===== src/aoc_pkg.sv =====
// Shared constants for the converter output control register block.
package aoc_pkg;

  ////////////////////////////////////////////////////////////////////////////
  // Register indices and byte addresses (byte address is four times the index).
  localparam logic [7:0] IDX_OUT_PWR = 8'h01;
  localparam logic [7:0] IDX_PAT_LAT = 8'h02;
  localparam logic [7:0] IDX_WAIT_HI = 8'h03;
  localparam logic [7:0] IDX_CUSTOM = 8'h05;
  localparam logic [7:0] IDX_STATUS = 8'h08;
  localparam logic [11:0] ADDR_OUT_PWR = {2'h0, IDX_OUT_PWR, 2'h0};
  localparam logic [11:0] ADDR_PAT_LAT = {2'h0, IDX_PAT_LAT, 2'h0};
  localparam logic [11:0] ADDR_WAIT_HI = {2'h0, IDX_WAIT_HI, 2'h0};
  localparam logic [11:0] ADDR_CUSTOM = {2'h0, IDX_CUSTOM, 2'h0};
  localparam logic [11:0] ADDR_STATUS = {2'h0, IDX_STATUS, 2'h0};

  ////////////////////////////////////////////////////////////////////////////
  // Field positions in output_power_config.
  localparam int BIT_MERGE = 14;
  localparam int BIT_SER_DIS = 5;
  localparam int BIT_PDN = 0;
  // Field positions in pattern_latency_config.
  localparam int FRM_PAT_LSB = 13;
  localparam int BIT_SHORT = 12;
  localparam int BIT_AVG = 11;
  localparam int BIT_FRM_RND = 10;
  localparam int DAT_PAT_LSB = 7;
  localparam int BIT_GBL_RND = 6;
  localparam int WAIT_LO_LSB = 0;
  localparam int WAIT_LO_W = 6;
  // Upper wait bits sit at bits 10-9 of the next register.
  localparam int WAIT_HI_LSB = 9;
  // Status register fields.
  localparam int STAT_WAITING = 0;
  localparam int STAT_CNT_LSB = 1;
  localparam int STAT_FIFO = 9;
  localparam int STAT_LANE_EN = 10;

  ////////////////////////////////////////////////////////////////////////////
  // Values after reset; bits 4 and 2 of output_power_config are write-only ones.
  localparam logic [15:0] OUT_PWR_RST = 16'h0014;
  localparam logic [15:0] OUT_PWR_WO_MASK = 16'h0014;
  localparam logic [15:0] PAT_LAT_RST = 16'h0000;
  localparam logic [1:0] WAIT_HI_RST = 2'h0;
  localparam logic [13:0] CUSTOM_RST = 14'h0000;
  localparam logic [22:0] PRBS_SEED = 23'h7FFFFF;

  ////////////////////////////////////////////////////////////////////////////
  // Sample geometry and buffering.
  localparam int SAMPLE_W = 14;
  localparam int FIFO_DEPTH = 4;

  ////////////////////////////////////////////////////////////////////////////
  // Pattern select encoding shared by data lines and frame line.
  localparam logic [2:0] PAT_NORMAL = 3'h0;
  localparam logic [2:0] PAT_SYNC = 3'h1;
  localparam logic [2:0] PAT_ALT = 3'h2;
  localparam logic [2:0] PAT_CUSTOM = 3'h3;
  localparam logic [2:0] PAT_ONES = 3'h4;
  localparam logic [2:0] PAT_TOGGLE = 3'h5;
  localparam logic [2:0] PAT_ZEROS = 3'h6;
  localparam logic [2:0] PAT_RAMP = 3'h7;
  localparam logic [13:0] WORD_SYNC = 14'h007F;
  localparam logic [13:0] WORD_ALT = 14'h1555;
  localparam logic [13:0] WORD_ALT_INV = 14'h2AAA;
  localparam logic [13:0] WORD_ONES = 14'h3FFF;
  localparam logic [13:0] WORD_ZEROS = 14'h0000;

  // Maps a pattern select onto the word driven in one sample slot.
  function automatic logic [13:0] pattern_word(input logic [2:0] sel, input logic [13:0] data,
                                               input logic [13:0] custom,
                                               input logic [13:0] ramp, input logic toggle);
    case (sel)
      PAT_NORMAL: pattern_word = data;
      PAT_SYNC: pattern_word = WORD_SYNC;
      PAT_ALT: pattern_word = WORD_ALT;
      PAT_CUSTOM: pattern_word = custom;
      PAT_ONES: pattern_word = WORD_ONES;
      PAT_TOGGLE: pattern_word = toggle ? WORD_ALT_INV : WORD_ALT;
      PAT_ZEROS: pattern_word = WORD_ZEROS;
      PAT_RAMP: pattern_word = ramp;
      default: pattern_word = data;
    endcase
  endfunction

endpackage


===== src/aoc_fifo.sv =====
// Small first-in first-out buffer for sample pairs.
`timescale 1ns/100ps
`default_nettype none
module aoc_fifo #(
  parameter int W = 28,
  parameter int DEPTH = 4
) (
  // Clock and reset.
  input wire logic pclk,
  input wire logic presetn,
  // Filling side.
  input wire logic in_valid,
  output logic in_ready,
  input wire logic [W-1:0] in_data,
  // Draining side.
  output logic out_valid,
  input wire logic out_ready,
  output logic [W-1:0] out_data
);
  localparam int AW = $clog2(DEPTH);
  localparam logic [AW:0] FULL_CNT = (AW+1)'(DEPTH);

  typedef struct packed {
    logic [DEPTH-1:0][W-1:0] mem;
    logic [AW-1:0] wr;
    logic [AW-1:0] rd;
    logic [AW:0] cnt;
  } aoc_fifo_s;

  aoc_fifo_s s_q;
  aoc_fifo_s s_d;
  logic push;
  logic pop;

  // Honest flags straight from the occupancy count.
  assign in_ready = (s_q.cnt != FULL_CNT);
  assign out_valid = (s_q.cnt != '0);
  assign out_data = s_q.mem[s_q.rd];
  assign push = in_valid && in_ready;
  assign pop = out_valid && out_ready;

  // Next state: write at the tail, read at the head, count both.
  always_comb begin
    s_d = s_q;
    if (push) begin
      s_d.mem[s_q.wr] = in_data;
      s_d.wr = s_q.wr + 1'b1;
    end
    if (pop) begin
      s_d.rd = s_q.rd + 1'b1;
    end
    if (push && !pop) begin
      s_d.cnt = s_q.cnt + 1'b1;
    end else if (pop && !push) begin
      s_d.cnt = s_q.cnt - 1'b1;
    end
  end

  // State register.
  always_ff @(posedge pclk or negedge presetn) begin
    if (!presetn) begin
      s_q <= '0;
    end else begin
      s_q <= s_d;
    end
  end
endmodule
`default_nettype wire


===== src/aoc_prbs.sv =====
// Pseudo-random word source for the test pattern paths.
`timescale 1ns/100ps
`default_nettype none
module aoc_prbs (
  // Clock and reset.
  input wire logic pclk,
  input wire logic presetn,
  // Step control and word out.
  input wire logic advance,
  output logic [13:0] word
);
  typedef struct packed {
    logic [22:0] lfsr;
  } aoc_prbs_s;

  aoc_prbs_s s_q;
  aoc_prbs_s s_d;

  assign word = s_q.lfsr[13:0];

  // Fourteen steps of the x^23 + x^18 + 1 sequence per sample slot.
  always_comb begin
    s_d = s_q;
    if (advance) begin
      for (int i = 0; i < 14; i++) begin
        s_d.lfsr = {s_d.lfsr[21:0], s_d.lfsr[22] ^ s_d.lfsr[17]};
      end
    end
  end

  // State register.
  always_ff @(posedge pclk or negedge presetn) begin
    if (!presetn) begin
      s_q <= '{lfsr: aoc_pkg::PRBS_SEED};
    end else begin
      s_q <= s_d;
    end
  end
endmodule
`default_nettype wire


===== src/aoc_top.sv =====
// Output control registers and per-slot word selection for the serial outputs.
//
// The APB register port is this design's own decision.
`timescale 1ns/100ps
`default_nettype none
module aoc_top (
  // Clock and reset.
  input wire logic pclk,
  input wire logic presetn,
  // APB slave.
  input wire logic psel,
  input wire logic penable,
  input wire logic pwrite,
  input wire logic [11:0] paddr,
  input wire logic [31:0] pwdata,
  output logic [31:0] prdata,
  output logic pready,
  output logic pslverr,
  // Sample pairs from the conversion core.
  input wire logic sample_valid,
  output logic sample_ready,
  input wire logic [27:0] sample_pair,
  // Pins from outside.
  input wire logic link_clk_in,
  input wire logic transmit_trigger_input,
  // Words to the serializer.
  output logic [13:0] lane0_word,
  output logic [13:0] lane1_word,
  output logic [13:0] frame_word,
  output logic word_valid,
  output logic lane_enable,
  // Core controls.
  output logic conv_powerdown,
  output logic digital_bypass,
  output logic offset_fix_start
);
  typedef enum logic {WAIT_IDLE, WAIT_RUN} aoc_wait_e;

  typedef struct packed {
    logic [15:0] out_pwr;
    logic [15:0] pat_lat;
    logic [1:0] wait_hi;
    logic [13:0] custom;
    logic [31:0] prdata;
    logic slverr;
    logic [2:0] lclk_sync;
    logic [2:0] trig_sync;
    aoc_wait_e wstate;
    logic [7:0] wait_cnt;
    logic fix_start;
    logic [13:0] lane0;
    logic [13:0] lane1;
    logic [13:0] frame;
    logic word_valid;
    logic lane_en;
    logic merge_phase;
    logic [27:0] held;
    logic [13:0] ramp;
    logic toggle;
  } aoc_state_s;

  aoc_state_s s_q;
  aoc_state_s s_d;
  logic fifo_valid;
  logic fifo_ready;
  logic [27:0] fifo_data;
  logic [13:0] prbs_word;
  logic slot;
  logic trig_edge;
  logic pdn;
  logic dis;
  logic live;
  logic merge;
  logic short_path;
  logic avg_on;
  logic gbl_rnd;
  logic frm_rnd;
  logic lane1_used;
  logic [2:0] dsel;
  logic [2:0] fsel;
  logic [7:0] delay;
  logic setup;
  logic access;
  logic mapped;
  logic [31:0] rd_mux;
  logic [13:0] ch_a;
  logic [13:0] ch_b;
  logic [14:0] pair_sum;

  ////////////////////////////////////////////////////////////////////////////
  // Sample buffer; it fills while slots are slow or output is stalled.
  aoc_fifo #(.W(28), .DEPTH(aoc_pkg::FIFO_DEPTH)) u_fifo (
    .pclk(pclk),
    .presetn(presetn),
    .in_valid(sample_valid),
    .in_ready(sample_ready),
    .in_data(sample_pair),
    .out_valid(fifo_valid),
    .out_ready(fifo_ready),
    .out_data(fifo_data)
  );

  // Pseudo-random source steps once per live slot.
  aoc_prbs u_prbs (
    .pclk(pclk),
    .presetn(presetn),
    .advance(slot && live),
    .word(prbs_word)
  );

  ////////////////////////////////////////////////////////////////////////////
  // Decoded controls from the output, pattern/latency and wait-high registers.
  assign pdn = s_q.out_pwr[aoc_pkg::BIT_PDN];
  assign dis = s_q.out_pwr[aoc_pkg::BIT_SER_DIS];
  assign live = !pdn && !dis;
  assign merge = s_q.out_pwr[aoc_pkg::BIT_MERGE];
  assign short_path = s_q.pat_lat[aoc_pkg::BIT_SHORT];
  assign avg_on = s_q.pat_lat[aoc_pkg::BIT_AVG] && !short_path;
  assign gbl_rnd = s_q.pat_lat[aoc_pkg::BIT_GBL_RND];
  assign frm_rnd = s_q.pat_lat[aoc_pkg::BIT_FRM_RND];
  assign dsel = s_q.pat_lat[aoc_pkg::DAT_PAT_LSB +: 3];
  assign fsel = s_q.pat_lat[aoc_pkg::FRM_PAT_LSB +: 3];
  assign delay = {s_q.wait_hi, s_q.pat_lat[aoc_pkg::WAIT_LO_LSB +: aoc_pkg::WAIT_LO_W]};
  assign lane1_used = !merge && !avg_on;

  // Slot and trigger edges read only the second and third sync stages.
  assign slot = s_q.lclk_sync[1] && !s_q.lclk_sync[2];
  assign trig_edge = s_q.trig_sync[1] && !s_q.trig_sync[2];

  // In merge mode the second half of a pair comes from the held word, so no pop.
  assign fifo_ready = slot && live && !(merge && !avg_on && s_q.merge_phase);

  // Channel split and the two-channel mean.
  assign ch_a = fifo_valid ? fifo_data[13:0] : aoc_pkg::WORD_ZEROS;
  assign ch_b = fifo_valid ? fifo_data[27:14] : aoc_pkg::WORD_ZEROS;
  assign pair_sum = {1'b0, ch_a} + {1'b0, ch_b};

  ////////////////////////////////////////////////////////////////////////////
  // APB phases and read decode.
  assign setup = psel && !penable;
  assign access = psel && penable;
  assign mapped = (paddr == aoc_pkg::ADDR_OUT_PWR) || (paddr == aoc_pkg::ADDR_PAT_LAT) ||
                  (paddr == aoc_pkg::ADDR_WAIT_HI) || (paddr == aoc_pkg::ADDR_CUSTOM) ||
                  (paddr == aoc_pkg::ADDR_STATUS);

  // Read data mux; write-only bits read back as zero.
  always_comb begin
    rd_mux = 32'h00000000;
    case (paddr)
      aoc_pkg::ADDR_OUT_PWR: rd_mux[15:0] = s_q.out_pwr & ~aoc_pkg::OUT_PWR_WO_MASK;
      aoc_pkg::ADDR_PAT_LAT: rd_mux[15:0] = s_q.pat_lat;
      aoc_pkg::ADDR_WAIT_HI: rd_mux[aoc_pkg::WAIT_HI_LSB +: 2] = s_q.wait_hi;
      aoc_pkg::ADDR_CUSTOM: rd_mux[13:0] = s_q.custom;
      aoc_pkg::ADDR_STATUS: begin
        rd_mux[aoc_pkg::STAT_WAITING] = (s_q.wstate == WAIT_RUN);
        rd_mux[aoc_pkg::STAT_CNT_LSB +: 8] = s_q.wait_cnt;
        rd_mux[aoc_pkg::STAT_FIFO] = fifo_valid;
        rd_mux[aoc_pkg::STAT_LANE_EN] = s_q.lane_en;
      end
      default: rd_mux = 32'h00000000;
    endcase
  end

  // Zero-wait slave: answer is ready in every access phase.
  assign pready = 1'b1;
  assign prdata = s_q.prdata;
  assign pslverr = access && s_q.slverr;

  ////////////////////////////////////////////////////////////////////////////
  // Next state of the whole block.
  always_comb begin
    s_d = s_q;
    s_d.fix_start = 1'b0;
    s_d.word_valid = 1'b0;
    s_d.lclk_sync = {s_q.lclk_sync[1:0], link_clk_in};
    s_d.trig_sync = {s_q.trig_sync[1:0], transmit_trigger_input};

    // Register access: read data and error are caught in the setup phase.
    if (setup) begin
      s_d.prdata = rd_mux;
      s_d.slverr = !mapped || (pwrite && paddr == aoc_pkg::ADDR_STATUS);
    end
    if (access && pwrite && !s_q.slverr) begin
      case (paddr)
        aoc_pkg::ADDR_OUT_PWR: s_d.out_pwr = pwdata[15:0];
        aoc_pkg::ADDR_PAT_LAT: s_d.pat_lat = pwdata[15:0];
        aoc_pkg::ADDR_WAIT_HI: s_d.wait_hi = pwdata[aoc_pkg::WAIT_HI_LSB +: 2];
        aoc_pkg::ADDR_CUSTOM: s_d.custom = pwdata[13:0];
        default: s_d.custom = s_q.custom;
      endcase
    end

    // Offset correction wait, counted in sample slots.
    case (s_q.wstate)
      WAIT_IDLE: begin
        if (trig_edge && !pdn) begin
          s_d.wstate = WAIT_RUN;
          s_d.wait_cnt = delay;
        end
      end
      WAIT_RUN: begin
        if (pdn) begin
          s_d.wstate = WAIT_IDLE;
        end else if (trig_edge) begin
          s_d.wait_cnt = delay;
        end else if (slot) begin
          if (s_q.wait_cnt == 8'h00) begin
            s_d.fix_start = 1'b1;
            s_d.wstate = WAIT_IDLE;
          end else begin
            s_d.wait_cnt = s_q.wait_cnt - 8'h01;
          end
        end
      end
      default: s_d.wstate = WAIT_IDLE;
    endcase

    // Output words: interface off or powered down silences every lane.
    if (!live) begin
      s_d.lane0 = aoc_pkg::WORD_ZEROS;
      s_d.lane1 = aoc_pkg::WORD_ZEROS;
      s_d.frame = aoc_pkg::WORD_ZEROS;
      s_d.lane_en = 1'b0;
      s_d.merge_phase = 1'b0;
    end else if (slot) begin
      s_d.lane_en = 1'b1;
      s_d.word_valid = 1'b1;
      s_d.ramp = s_q.ramp + 14'h0001;
      s_d.toggle = !s_q.toggle;
      if (avg_on) begin
        s_d.lane0 = pair_sum[14:1];
      end else if (merge) begin
        s_d.merge_phase = !s_q.merge_phase;
        if (s_q.merge_phase) begin
          s_d.lane0 = s_q.held[27:14];
        end else begin
          s_d.lane0 = ch_a;
          s_d.held = {ch_b, ch_a};
        end
      end else begin
        s_d.lane0 = ch_a;
      end
      s_d.lane1 = lane1_used ? ch_b : aoc_pkg::WORD_ZEROS;
      // Test patterns replace the data words on the data lanes.
      if (gbl_rnd) begin
        s_d.lane0 = prbs_word;
        s_d.lane1 = lane1_used ? prbs_word : aoc_pkg::WORD_ZEROS;
      end else begin
        s_d.lane0 = aoc_pkg::pattern_word(dsel, s_d.lane0, s_q.custom, s_q.ramp,
                                          s_q.toggle);
        if (lane1_used) begin
          s_d.lane1 = aoc_pkg::pattern_word(dsel, s_d.lane1, s_q.custom, s_q.ramp,
                                            s_q.toggle);
        end
      end
      // Frame line: normal frame is half zeros, half ones.
      if (frm_rnd) begin
        s_d.frame = ~prbs_word;
      end else begin
        s_d.frame = aoc_pkg::pattern_word(fsel, aoc_pkg::WORD_SYNC, s_q.custom, s_q.ramp,
                                          s_q.toggle);
      end
    end
  end

  // State register.
  always_ff @(posedge pclk or negedge presetn) begin
    if (!presetn) begin
      s_q <= '0;
      s_q.out_pwr <= aoc_pkg::OUT_PWR_RST;
      s_q.pat_lat <= aoc_pkg::PAT_LAT_RST;
      s_q.wait_hi <= aoc_pkg::WAIT_HI_RST;
      s_q.custom <= aoc_pkg::CUSTOM_RST;
      s_q.wstate <= WAIT_IDLE;
    end else begin
      s_q <= s_d;
    end
  end

  // Outputs straight from flip-flops.
  assign lane0_word = s_q.lane0;
  assign lane1_word = s_q.lane1;
  assign frame_word = s_q.frame;
  assign word_valid = s_q.word_valid;
  assign lane_enable = s_q.lane_en;
  assign conv_powerdown = pdn;
  assign digital_bypass = short_path;
  assign offset_fix_start = s_q.fix_start;
endmodule
`default_nettype wire


===== config.mk =====
export PLATFORM = sky130hd
export DESIGN_NAME = aoc_top
export DESIGN_NICKNAME = d
export VERILOG_FILES = /design/src/aoc_pkg.sv /design/src/aoc_fifo.sv /design/src/aoc_prbs.sv /design/src/aoc_top.sv
export SDC_FILE = /design/constraint.sdc
export NUM_CORES = 1
export LEC_CHECK = 0
export BUFFER_PORTS_ARGS = -buffer_cell sky130_fd_sc_hd__clkbuf_2
export CAP_MARGIN = 5
export CORE_MARGIN = 2
export CORE_UTILIZATION = 60
export CTS_BUF_LIST = sky130_fd_sc_hd__clkbuf_8
export DETAILED_ROUTE_END_ITERATION = 8
export GPL_ROUTABILITY_DRIVEN = 1
export PLACE_DENSITY = 0.83
export REMOVE_ABC_BUFFERS = 1
export SYNTH_ARGS = -nofsm -noshare
export SYNTH_HDL_FRONTEND = slang
export SYNTH_SLANG_ARGS = --single-unit
export TNS_END_PERCENT = 5

===== constraint.sdc =====
create_clock -name pclk -period 4.7 [get_ports pclk]
set_clock_uncertainty 0.2 [all_clocks]
set_input_delay 1.175 -clock pclk [delete_from_list [all_inputs] [get_ports pclk]]
set_output_delay 1.175 -clock pclk [all_outputs]
set_load 0.03 [all_outputs]

# After elaboration in Yosys (flattened, before gate mapping)
# Cells that the tools add are included.
# totals
word_cells	182
ff_bits	311
# classes
n_eq_ne	27
n_reduce_logical	55
muxes	44
order_cmp	3
bitwise_logic	18
add_sub_neg	7
# op_table
op	n
14-bit case mux with 8 select lines	2
14-bit 2-to-1 mux	10
112-bit bitwise mux	1
28-bit 2-to-1 mux	4
14-bit case mux with 7 select lines	1
88-bit 2-to-1 mux	1
29-bit 2-to-1 mux	2
28-bit binary-select mux with 2-bit select	1
28-bit demux with 2-bit select	1
42-bit 2-to-1 mux	1
9-bit case mux with 4 select lines	1
12-bit by 4-bit == test with 1-bit output (second input constant)	2
3-bit == test (second input constant)	8
1-bit logical AND	21
9-bit 2-to-1 mux	2
9-bit case mux with 2 select lines	1
8-bit 2-to-1 mux	2
14-bit by 14-bit adder with 15-bit output	1
1-bit zero test	15
14-bit by 1-bit adder with 14-bit output (second input constant)	1
14-bit NOT	1
1-bit XOR	14
12-bit by 3-bit == test with 1-bit output (second input constant)	1
12-bit by 5-bit == test with 1-bit output (second input constant)	1
other kinds (30)	59

# Longest topological paths before layout
# Gate-level depths: netlist of run 1.
# depth
depth_word	11
ltp_mapped	14

# Cells and area by module
# Synthesis of run 1 repeated with hierarchy kept, for this count alone.
# hier_totals
hier_cells	1408
hier_area_um2	15937.8
# by_module_without_submodules
module	n_inst	area_each_um2	cells_per_inst
aoc_top	1	9205.1	1010
aoc_fifo	1	5634.2	306
aoc_prbs	1	1098.6	92

# Least setup slack after synthesis of run 1
# Ideal clock, no wire load.
# synth_timing
path_kind	reg2reg
start	reg u_fifo.s_q[3] (netlist bit)
end	reg s_q (netlist bit lane0_word[11])
arrival_time_ns	3.450
required_time_ns	4.399
n_path_buf	2
stages_incl_launch_ff	13
path_slack_ns	0.949
cell_sequence	dfrtp_1 > buf_4 > buf_2 > mux4_2 > and2_1 > ha_1 > a21o_1 > a21oi_1 > o32ai_1 > a311o_1 > o311ai_2 > mux2i_1 > nor4_1
# synth_lines
item	line_no	text
from (decl)	aoc_fifo.sv:30	aoc_fifo_s s_q;
from (signal assigned)	aoc_fifo.sv:62	s_q <= '0;
from (signal assigned)	aoc_fifo.sv:64	s_q <= s_d;
28-bit binary-select mux with 2-bit select	aoc_fifo.sv:38	assign out_data = s_q.mem[s_q.rd];
28-bit 2-to-1 mux (implied by the code)	aoc_fifo.sv:38	
14-bit 2-to-1 mux	aoc_top.sv:135	assign ch_b = fifo_valid ? fifo_data[27:14] : aoc_pkg::WORD_ZEROS;
net ch_b[2]	aoc_top.sv:87	logic [13:0] ch_b;
14-bit by 14-bit adder with 15-bit output	aoc_top.sv:136	assign pair_sum = {1'b0, ch_a} + {1'b0, ch_b};
14-bit 2-to-1 mux	aoc_top.sv:230	if (avg_on) begin
14-bit case mux with 8 select lines	aoc_pkg.sv:73	case (sel)
28-bit 2-to-1 mux	aoc_top.sv:245	if (gbl_rnd) begin
88-bit 2-to-1 mux	aoc_top.sv:225	end else if (slot) begin
42-bit 2-to-1 mux	aoc_top.sv:219	if (!live) begin
to (decl)	aoc_top.sv:62	aoc_state_s s_q;
# The timed path passes the listed nets, and every way through them passes these cells. The select of a mux whose other input is x is not followed.
# A chain may end at the register's enable or synchronous reset.

# Final worst setup path of run 1
# layout_timing
start	reg u_fifo.s_q[3] (netlist bit)
end	reg s_q (netlist bit lane0_word[10])
# The elaborated chain is that of the path after synthesis.

==> summary.md, run 1 <==
| Metric | Value |
|---|---|
| Top delay family on crit path | compound AO/OA/AOI/OAI gates |
| CTS Buf Count | 48 |
| Worst reg2reg path depth | 11 |
| Pwr dens | 593 nW/um^2 |
| Worst skew pair latency | around 0.59 ns |
| Met2 usage | a little under half |
| Clock Path Buffers | 3 |
| Sequential area share after synthesis | 48.1% |
| Horiz. Die Dim | 164 um |
| Final setup vio count | 0 |
| Number of remaining DRC errors | 0 |
| Crit Path Category | register to register |
| Bufs and invs on worst path | 1 |
| Grt ovf | 0 |
| Layout cells sized above 1 | 23.9% |
| Final Max Tran Viols | 0 |
| Pin count of the biggest net entering global routing | ~110 |
| Max IR drop VDD | between 0.3 and 0.4 mV |
| CP max-delay cell | dfrtp_2 |
| Hold worst-path end | s_d[103]$_DFF_PN0_ |
| Hold path depth | 0 |
| R2R Setup Slk | roughly 0.69 ns |
| Detailed Route WL | approximately 38000 um |
| DR WL/cell | a little over 20 um |
| Syn Area/Cell | 10.8 sq um |
| Global-route wire length before repair | 59800 um |
| Top Ports | 162 |
| Clock Sinks | 295 |
| Setup WS pre-CTS | between 0.7 and 0.8 ns |
| DR vias | about 11000 |
| R2R Path End | lane0_word[10]$_DFFE_PN0P_ |
| Final WS setup | around 0.7 ns |
| # H-tree levels | 2 |
| RSZ-0062 raised after global routing | false |
| Met3 Usage GRT | 5.88% |
| Die height | 164 um |
| Initial Util | between 60% and 70% |
| Synth warn | 0 |
| Outcome | complete, no violations |
| Met1 GRT Util | 37.3% |
| Area delta synth->final | 9.16% |
| Ordered list of cells on the worst path | buf_4 -> mux4_2 -> and2_1 -> ha_1 -> a21oi_1 -> o21a_1 -> a311oi_1 -> o21ai_1 -> nand2_1 -> a211oi_1 -> a221o_1 |
| Post-synthesis cell area | about 15000 sq um |
| DR iter-0 viols | 1131 |
| CTS Hold Bufs | 0 |
| Post-synth EDFFs | 0 |
| Routed Antenna Nets | 0 |
| DR vias/cell | roughly 6.2 |
| Root buffer cell | clkbuf_8 |
| DR pass1 iterations | 5 |
| Startpoint Class | register |
| Clock tree from TritonCTS | done |
| Core box area | between 20000 and 30000 sq um |
| Vias in the first global route | 11300 |
| HP Class | register to register |
| Primary FF master, synth | dfrtp_1 |
| Die area | 27000 sq um |
| Leak pwr | between 7 and 8 nW |
| # resized after CTS | 0 |
| Critical Path Max Stage Delay | approximately 0.7 ns |
| Net count, final | between 1500 and 2000 |
| Post-CTS setup buffer count | 0 |
| Highest clock rate | roughly 0.25 GHz |
| Antenna violations before repair | 0 |
| Fin Setup TNS | 0 ns |
| Netlist cell types | between 60 and 70 |
| CTS clk-pin slew, worst paths | about 0.060 ns |
| Worst r2r src | u_fifo.s_q[3]$_DFFE_PN0P_ |
| Post-Synthesis Cells | between 1000 and 1500 |
| CP Capture Type | register |
| Slew headroom | between 10% and 20% |
| Post-DP HPWL | around 26000 um |
| Origin of the worst min-delay path | s_d[102]$_DFF_PN0_ |
| Antenna diodes | 0 |
| Max_cap viols | 0 |
| Final RePlAce weighted congestion | 0.956 |
| Post-synthesis register bit count | between 200 and 300 |
| Data required time at the worst endpoint | approximately 5.0 ns |
| Fin crit period | 4.01 ns |
| Tightest Pin Transition | between 1 and 1.5 ns |
| Cell Rows | a little under 60 |
| Final Hold Viols | 0 |
| CP max FO | 15 |
| Overall Global Routing Usage | between 20% and 30% |
| Ys async rst share | 100% |
| Port Buffers | 128 |
| Global route hottest layer | met2 |
| Worst Path Arrival | approximately 4.3 ns |
| Period Utilization, post-route | a little under nine tenths |
[synth_stat cells, types with 7 or more instances]
library cell | instances | share of area, %
a21oi_1 | 77 | 2.5
inv_1 | 23 | 0.56
mux2_2 | 72 | 5.3
nor3_1 | 18 | 0.58
clkbuf_1 | 77 | 1.9
buf_4 | 76 | 3.7
o21ai_1 | 73 | 2.4
and3_1 | 12 | 0.49
a31oi_1 | 8 | 0.32
xnor2_1 | 38 | 2.2
dfrtp_1 | 272 | 44
o21ai_0 | 28 | 0.91
nand3_1 | 21 | 0.68
a221oi_1 | 28 | 1.6
nand2b_1 | 9 | 0.37
nand4_1 | 7 | 0.28
dfstp_2 | 23 | 3.9
nand2_1 | 162 | 3.9
nor2_1 | 66 | 1.6
a22o_1 | 16 | 0.91
mux4_2 | 29 | 4.2
o211ai_1 | 8 | 0.39
and2_1 | 24 | 0.97
ha_1 | 20 | 1.6
mux2i_1 | 10 | 0.65
a21o_1 | 17 | 0.83
mux2_1 | 104 | 7.6
a211oi_1 | 12 | 0.58
[registers in the layout, indices dropped and copies added, names as in the netlist, 3 cells and up]
register    flops
delay           8
dsel            3
frame_word     14
fsel            3
lane0_word     14
lane1_word     14
prdata         16
s_d             4
s_q            68
u_fifo.s_q    119
u_prbs.s_q     23
[how the worst max path moves through the flow]
stage / end / depth (start not counted) / startpoint / slack, ns
floorplan: lane0_word[11]$_DFFE_PN0P_ / 10 / u_fifo.s_q[3]$_DFFE_PN0P_ / 0.45
global placement: lane0_word[8]$_DFFE_PN0P_ / 11 / u_fifo.s_q[3]$_DFFE_PN0P_ / 0.87
detailed placement: lane0_word[10]$_DFFE_PN0P_ / 11 / u_fifo.s_q[3]$_DFFE_PN0P_ / 0.76
CTS: lane0_word[10]$_DFFE_PN0P_ / 11 / u_fifo.s_q[3]$_DFFE_PN0P_ / 0.73
global route: lane0_word[10]$_DFFE_PN0P_ / 11 / u_fifo.s_q[3]$_DFFE_PN0P_ / 0.41
finish: lane0_word[10]$_DFFE_PN0P_ / 11 / u_fifo.s_q[3]$_DFFE_PN0P_ / 0.69
[cell usage in the layout, fill, tap and decap left out, drive strengths merged, types with 18 or more instances in the layout]
cell and instances:
nand3 21, ha 20, nor2 67, xnor2 38, a21oi 77, and2 24, mux4 29, nor3 18
dfstp 23, buf 29, clkbuf 185, nand2 163, a221oi 28, inv 45, mux2 176, dfrtp 272
o21ai 101
[per-stage QoR]
step	utilization [%]	hold slack, ns	total power, W	cell area (sq um)	cells
floorplan	-	0.131	0.00663	14600	1281
global placement	63.0	0.135	0.00755	15900	1767
detailed placement	63.0	0.142	0.00774	15900	1767
CTS	66.8	0.164	0.00998	16800	1851
global route	66.8	0.182	0.0106	16800	1851
finish	66.8	0.166	0.00997	16800	1851
[metal layers]
metal,part of all wire (%),wire (um),vias up
li1,-,-,5164
met1,41,15300,5670
met2,47,17700,533
met3,8.5,3210,107
met4,3.7,1410,0
met5,0,0,-
[cells by family (layout without fill, tap and decap cells)]
family | after synthesis | after routing | synth area share [%]
muxes | 215 | 215 | 17.7
other | 2 | 17 | 0.0487
DFF | 295 | 295 | 48.1
xor gates and xnor gates | 44 | 44 | 2.50
and+or+nand+nor | 347 | 347 | 10.3
AOI/OAI and AO/OA | 313 | 313 | 13.0
adders and majority gates | 21 | 21 | 1.75
buffers and inverters | 192 | 269 | 6.56
[power by group]
group          switching (W)  internal, W  leakage [nW]
combinational        0.00224      0.00196          3.51
sequential          0.000432      0.00314          3.68
clock                0.00103      0.00118         0.548
total                0.00370      0.00627          7.74
[worst reg2reg max path, stage by stage, from the launching register on]
cell and delay [ns]:
dfrtp_2 0.70, buf_4 0.31, mux4_2 0.54, and2_1 0.22, ha_1 0.39, a21oi_1 0.32
o21a_1 0.17, a311oi_1 0.06, o21ai_1 0.47, nand2_1 0.15, a211oi_1 0.24, a221o_1 0.16
[area by class of cell]
type                            count  area, sq um
Multi-Input combinational cell    957         7050
Fill cell                        1896         8360
Timing Repair Buffer              156          886
Sequential cell                   295         7410
Clock inverter                     26          150
Tap cell                          330          413
Inverter                           29          109
Clock buffer                       58          798
No activity file was read; power rests on OpenSTA's default activity.
==> run 2: changes to the inputs <==
- MAX_ROUTING_LAYER: default -> met4
==> summary.md, run 2 (synthesis results as in run 1) <==
| Metric | Value |
|---|---|
| Outcome | complete, no violations |
| # resized after CTS | 0 (unchanged) |
| Number of remaining DRC errors | 0 (unchanged) |
| Vias in the first global route | 11400 (+0.72%) |
| Largest register FFs | 119 (unchanged) |
| Max IR drop VDD | 0.389 mV (-2.3%) |
| Net count, final | 1592 (+0.25%) |
| Highest clock rate | 0.256 GHz (+2.5%) |
| Worst r2r src | u_fifo.s_q[3]$_DFFE_PN0P_ |
| Core box area | 25200 sq um (unchanged) |
| Most frequent cells in the layout | dfrtp_1 (271), nand2_1 (162), clkbuf_2 (127), mux2_1 (104), a21oi_1 (77) |
| Clk pwr share | 20.8% (-1.3 points) |
| Commonest non-fill, non-tap cell in the layout | dfrtp_1 |
| Fin crit period | 3.91 ns (-0.0993 ns) |
| Fillcell total | 1914 (+0.95%) |
| Antenna violations before repair | 0 (unchanged) |
| Post-CTS setup buffer count | 0 (unchanged) |
| CP Capture Type | register |
| Pin count of the biggest net entering global routing | 128 (+17%) |
| CTS Hold Bufs | 0 (unchanged) |
| Layout cells sized above 1 | 23.6% (-0.29 points) |
| Final setup vio count | 0 (unchanged) |
| Fin Setup TNS | 0 ns (unchanged) |
| Sequential power share | 36.2% (+0.4 points) |
| Startpoint Class | register |
| Antenna diodes | 0 (unchanged) |
| Largest regs | u_fifo.s_q x119, s_q x68, u_prbs.s_q x23 |
| Hold worst-path end | s_d[100]$_DFF_PN0_ |
| CTS clk-pin slew, worst paths | 0.06 ns (about the same) |
| Period Utilization, post-route | 83.1% (-2.1 points) |
| Setup WS pre-CTS | 0.799 ns (+0.0408 ns) |
| Crit Path Category | register to register |
| Cell Area, Placed | 15900 sq um (+0.19%) |
| Routed Antenna Nets | 0 (unchanged) |
| RSZ-0062 raised after global routing | false |
| Cell Rows | 58 (unchanged) |
| Final Hold Viols | 0 (unchanged) |
| Worst reg2reg path depth | 11 (unchanged) |
| Slew headroom | 24.7% (+4.8 points) |
| Detailed Route WL | 37600 um (about the same) |
| Routed met2 length | 17500 um (-1.5%) |
| Clock Path Buffers | 3 (unchanged) |
| Horiz. Die Dim | 164 um (unchanged) |
| Met1 WL | 15400 um (+1.0%) |
| DR top layer | met4 |
| Initial Util | 61.2% (unchanged) |
| Clock Sinks | 295 (unchanged) |
| Reg with most FFs | u_fifo.s_q |
| Hold path depth | 0 (unchanged) |
| Worst Path Arrival | 4.14 ns (-0.17 ns) |
| Data required time at the worst endpoint | 4.93 ns (-0.07 ns) |
| Final WS setup | 0.793 ns (+0.0993 ns) |
| Global-route wire length before repair | 60600 um (+1.4%) |
| # H-tree levels | 2 (unchanged) |
| Die height | 164 um (unchanged) |
| Overall Global Routing Usage | 29.4% (+1.1 points) |
| Tightest Pin Transition | 1.12 ns (-0.0715 ns) |
| Max_cap viols | 0 (unchanged) |
| Final Max Tran Viols | 0 (unchanged) |
| Origin of the worst min-delay path | s_d[99]$_DFF_PN0_ |
| Combinational fraction of design power | 43.0% (+0.9 points) |
| Post-DP HPWL | 26200 um (+0.25%) |
| CTS Buf Count | 48 (unchanged) |
| Top Ports | 162 (unchanged) |
| Clock tree from TritonCTS | done |
| Routed wl met3 | 3170 um (-1.2%) |
| Pwr dens | 588 nW/um^2 (-0.87%) |
| Sw Ratio | 37.5% (+0.39 points) |
| Leak pwr | 7.74 nW (about the same) |
| Port Buffers | 128 (unchanged) |
| Grt ovf | 0 (unchanged) |
| HP Class | register to register |
| R2R Path End | lane0_word[13]$_DFFE_PN0P_ |
| CP max FO | 14 (-1) |
| Net Switching | 0.00369 W (-0.10%) |
| DR iter-0 viols | 1031 (-8.8%) |
| R2R Setup Slk | 0.79 ns (+0.10 ns) |
| Design internal power | 0.00616 W (-1.7%) |
| DR vias/cell | 6.17 (-0.48%) |
| Final RePlAce weighted congestion | 0.974 (+1.8%) |
| DR pass1 iterations | 7 (+2) |
| Final Instance Area | 16800 sq um (-0.27%) |
| Worst skew pair latency | 0.59 ns (about the same) |
| Root buffer cell | clkbuf_8 |
| Area delta synth->final | 8.87% |
| DR WL/cell | 20.3 um (about the same) |
| DR vias | 11400 (-0.37%) |
| Die area | 27000 sq um (unchanged) |
run 2: changes by cell type in the layout (fill, tap and decap cells not counted), sizes merged:
| cell | change |
|---|---|
| inv | +5 |
| buf | +4 |
| clkbuf | -3 |
| bufinv | -1 |
| clkinv | -3 |
run 2: power groups by stage:
| stage | clock network, W | registers [W] | logic [W] |
|---|---|---|---|
| floorplan | 0 | 0.00353 | 0.00310 |
| global placement | 0 | 0.00354 | 0.00402 |
| detailed placement | 0 | 0.00360 | 0.00414 |
| CTS | 0.00210 | 0.00356 | 0.00418 |
| global route | 0.00223 | 0.00364 | 0.00461 |
| finish | 0.00206 | 0.00357 | 0.00424 |
run 2: how the worst max path moves through the flow:
stage / from / end / slack, ns
after floorplan: u_fifo.s_q[3]$_DFFE_PN0P_ / lane0_word[11]$_DFFE_PN0P_ / 0.45
after global placement: u_fifo.s_q[3]$_DFFE_PN0P_ / lane0_word[11]$_DFFE_PN0P_ / 0.85
after detailed placement: u_fifo.s_q[3]$_DFFE_PN0P_ / lane0_word[8]$_DFFE_PN0P_ / 0.80
after CTS: u_fifo.s_q[3]$_DFFE_PN0P_ / lane0_word[13]$_DFFE_PN0P_ / 0.79
after global routing: u_fifo.s_q[3]$_DFFE_PN0P_ / lane0_word[10]$_DFFE_PN0P_ / 0.43
final: u_fifo.s_q[3]$_DFFE_PN0P_ / lane0_word[13]$_DFFE_PN0P_ / 0.79
run 2: per-layer routing:
metal	global-route usage, %	up-vias
met5	-	-
met4	11.5	0
met3	5.40	108
met2	45.7	541
met1	38.7	5602
li1	-	5180
run 2: worst max-delay path: stages (launching register included):
cell,delay (ns)
dfrtp_2,0.65
buf_4,0.33
mux4_2,0.59
and3_1,0.21
ha_1,0.19
a21o_1,0.18
a21oi_1,0.19
o32ai_1,0.15
a311o_1,0.43
a31oi_1,0.33
o2111a_1,0.27
a211oi_1,0.05
run 2: metrics by stage:
stage / power [W] / std cells / hold WS, ns / util [%]
after floorplan: 0.00663 / 1281 / 0.131 / -
after global placement: 0.00756 / 1771 / 0.136 / 63.2
after detailed placement: 0.00774 / 1771 / 0.137 / 63.2
after CTS: 0.00984 / 1853 / 0.155 / 66.6
after global routing: 0.0105 / 1853 / 0.181 / 66.6
final: 0.00986 / 1853 / 0.147 / 66.6
run 2: layout make-up:
class	instances	area [sq um]	share of cell area (%)
clock inverters	27	116	0.694
clock buffers	55	757	4.51
flip-flops and latches	295	7410	44.2
well taps	330	413	2.46
multi-input cells	957	7050	42.0
repair buffers	160	916	5.46
inverters	29	109	0.649
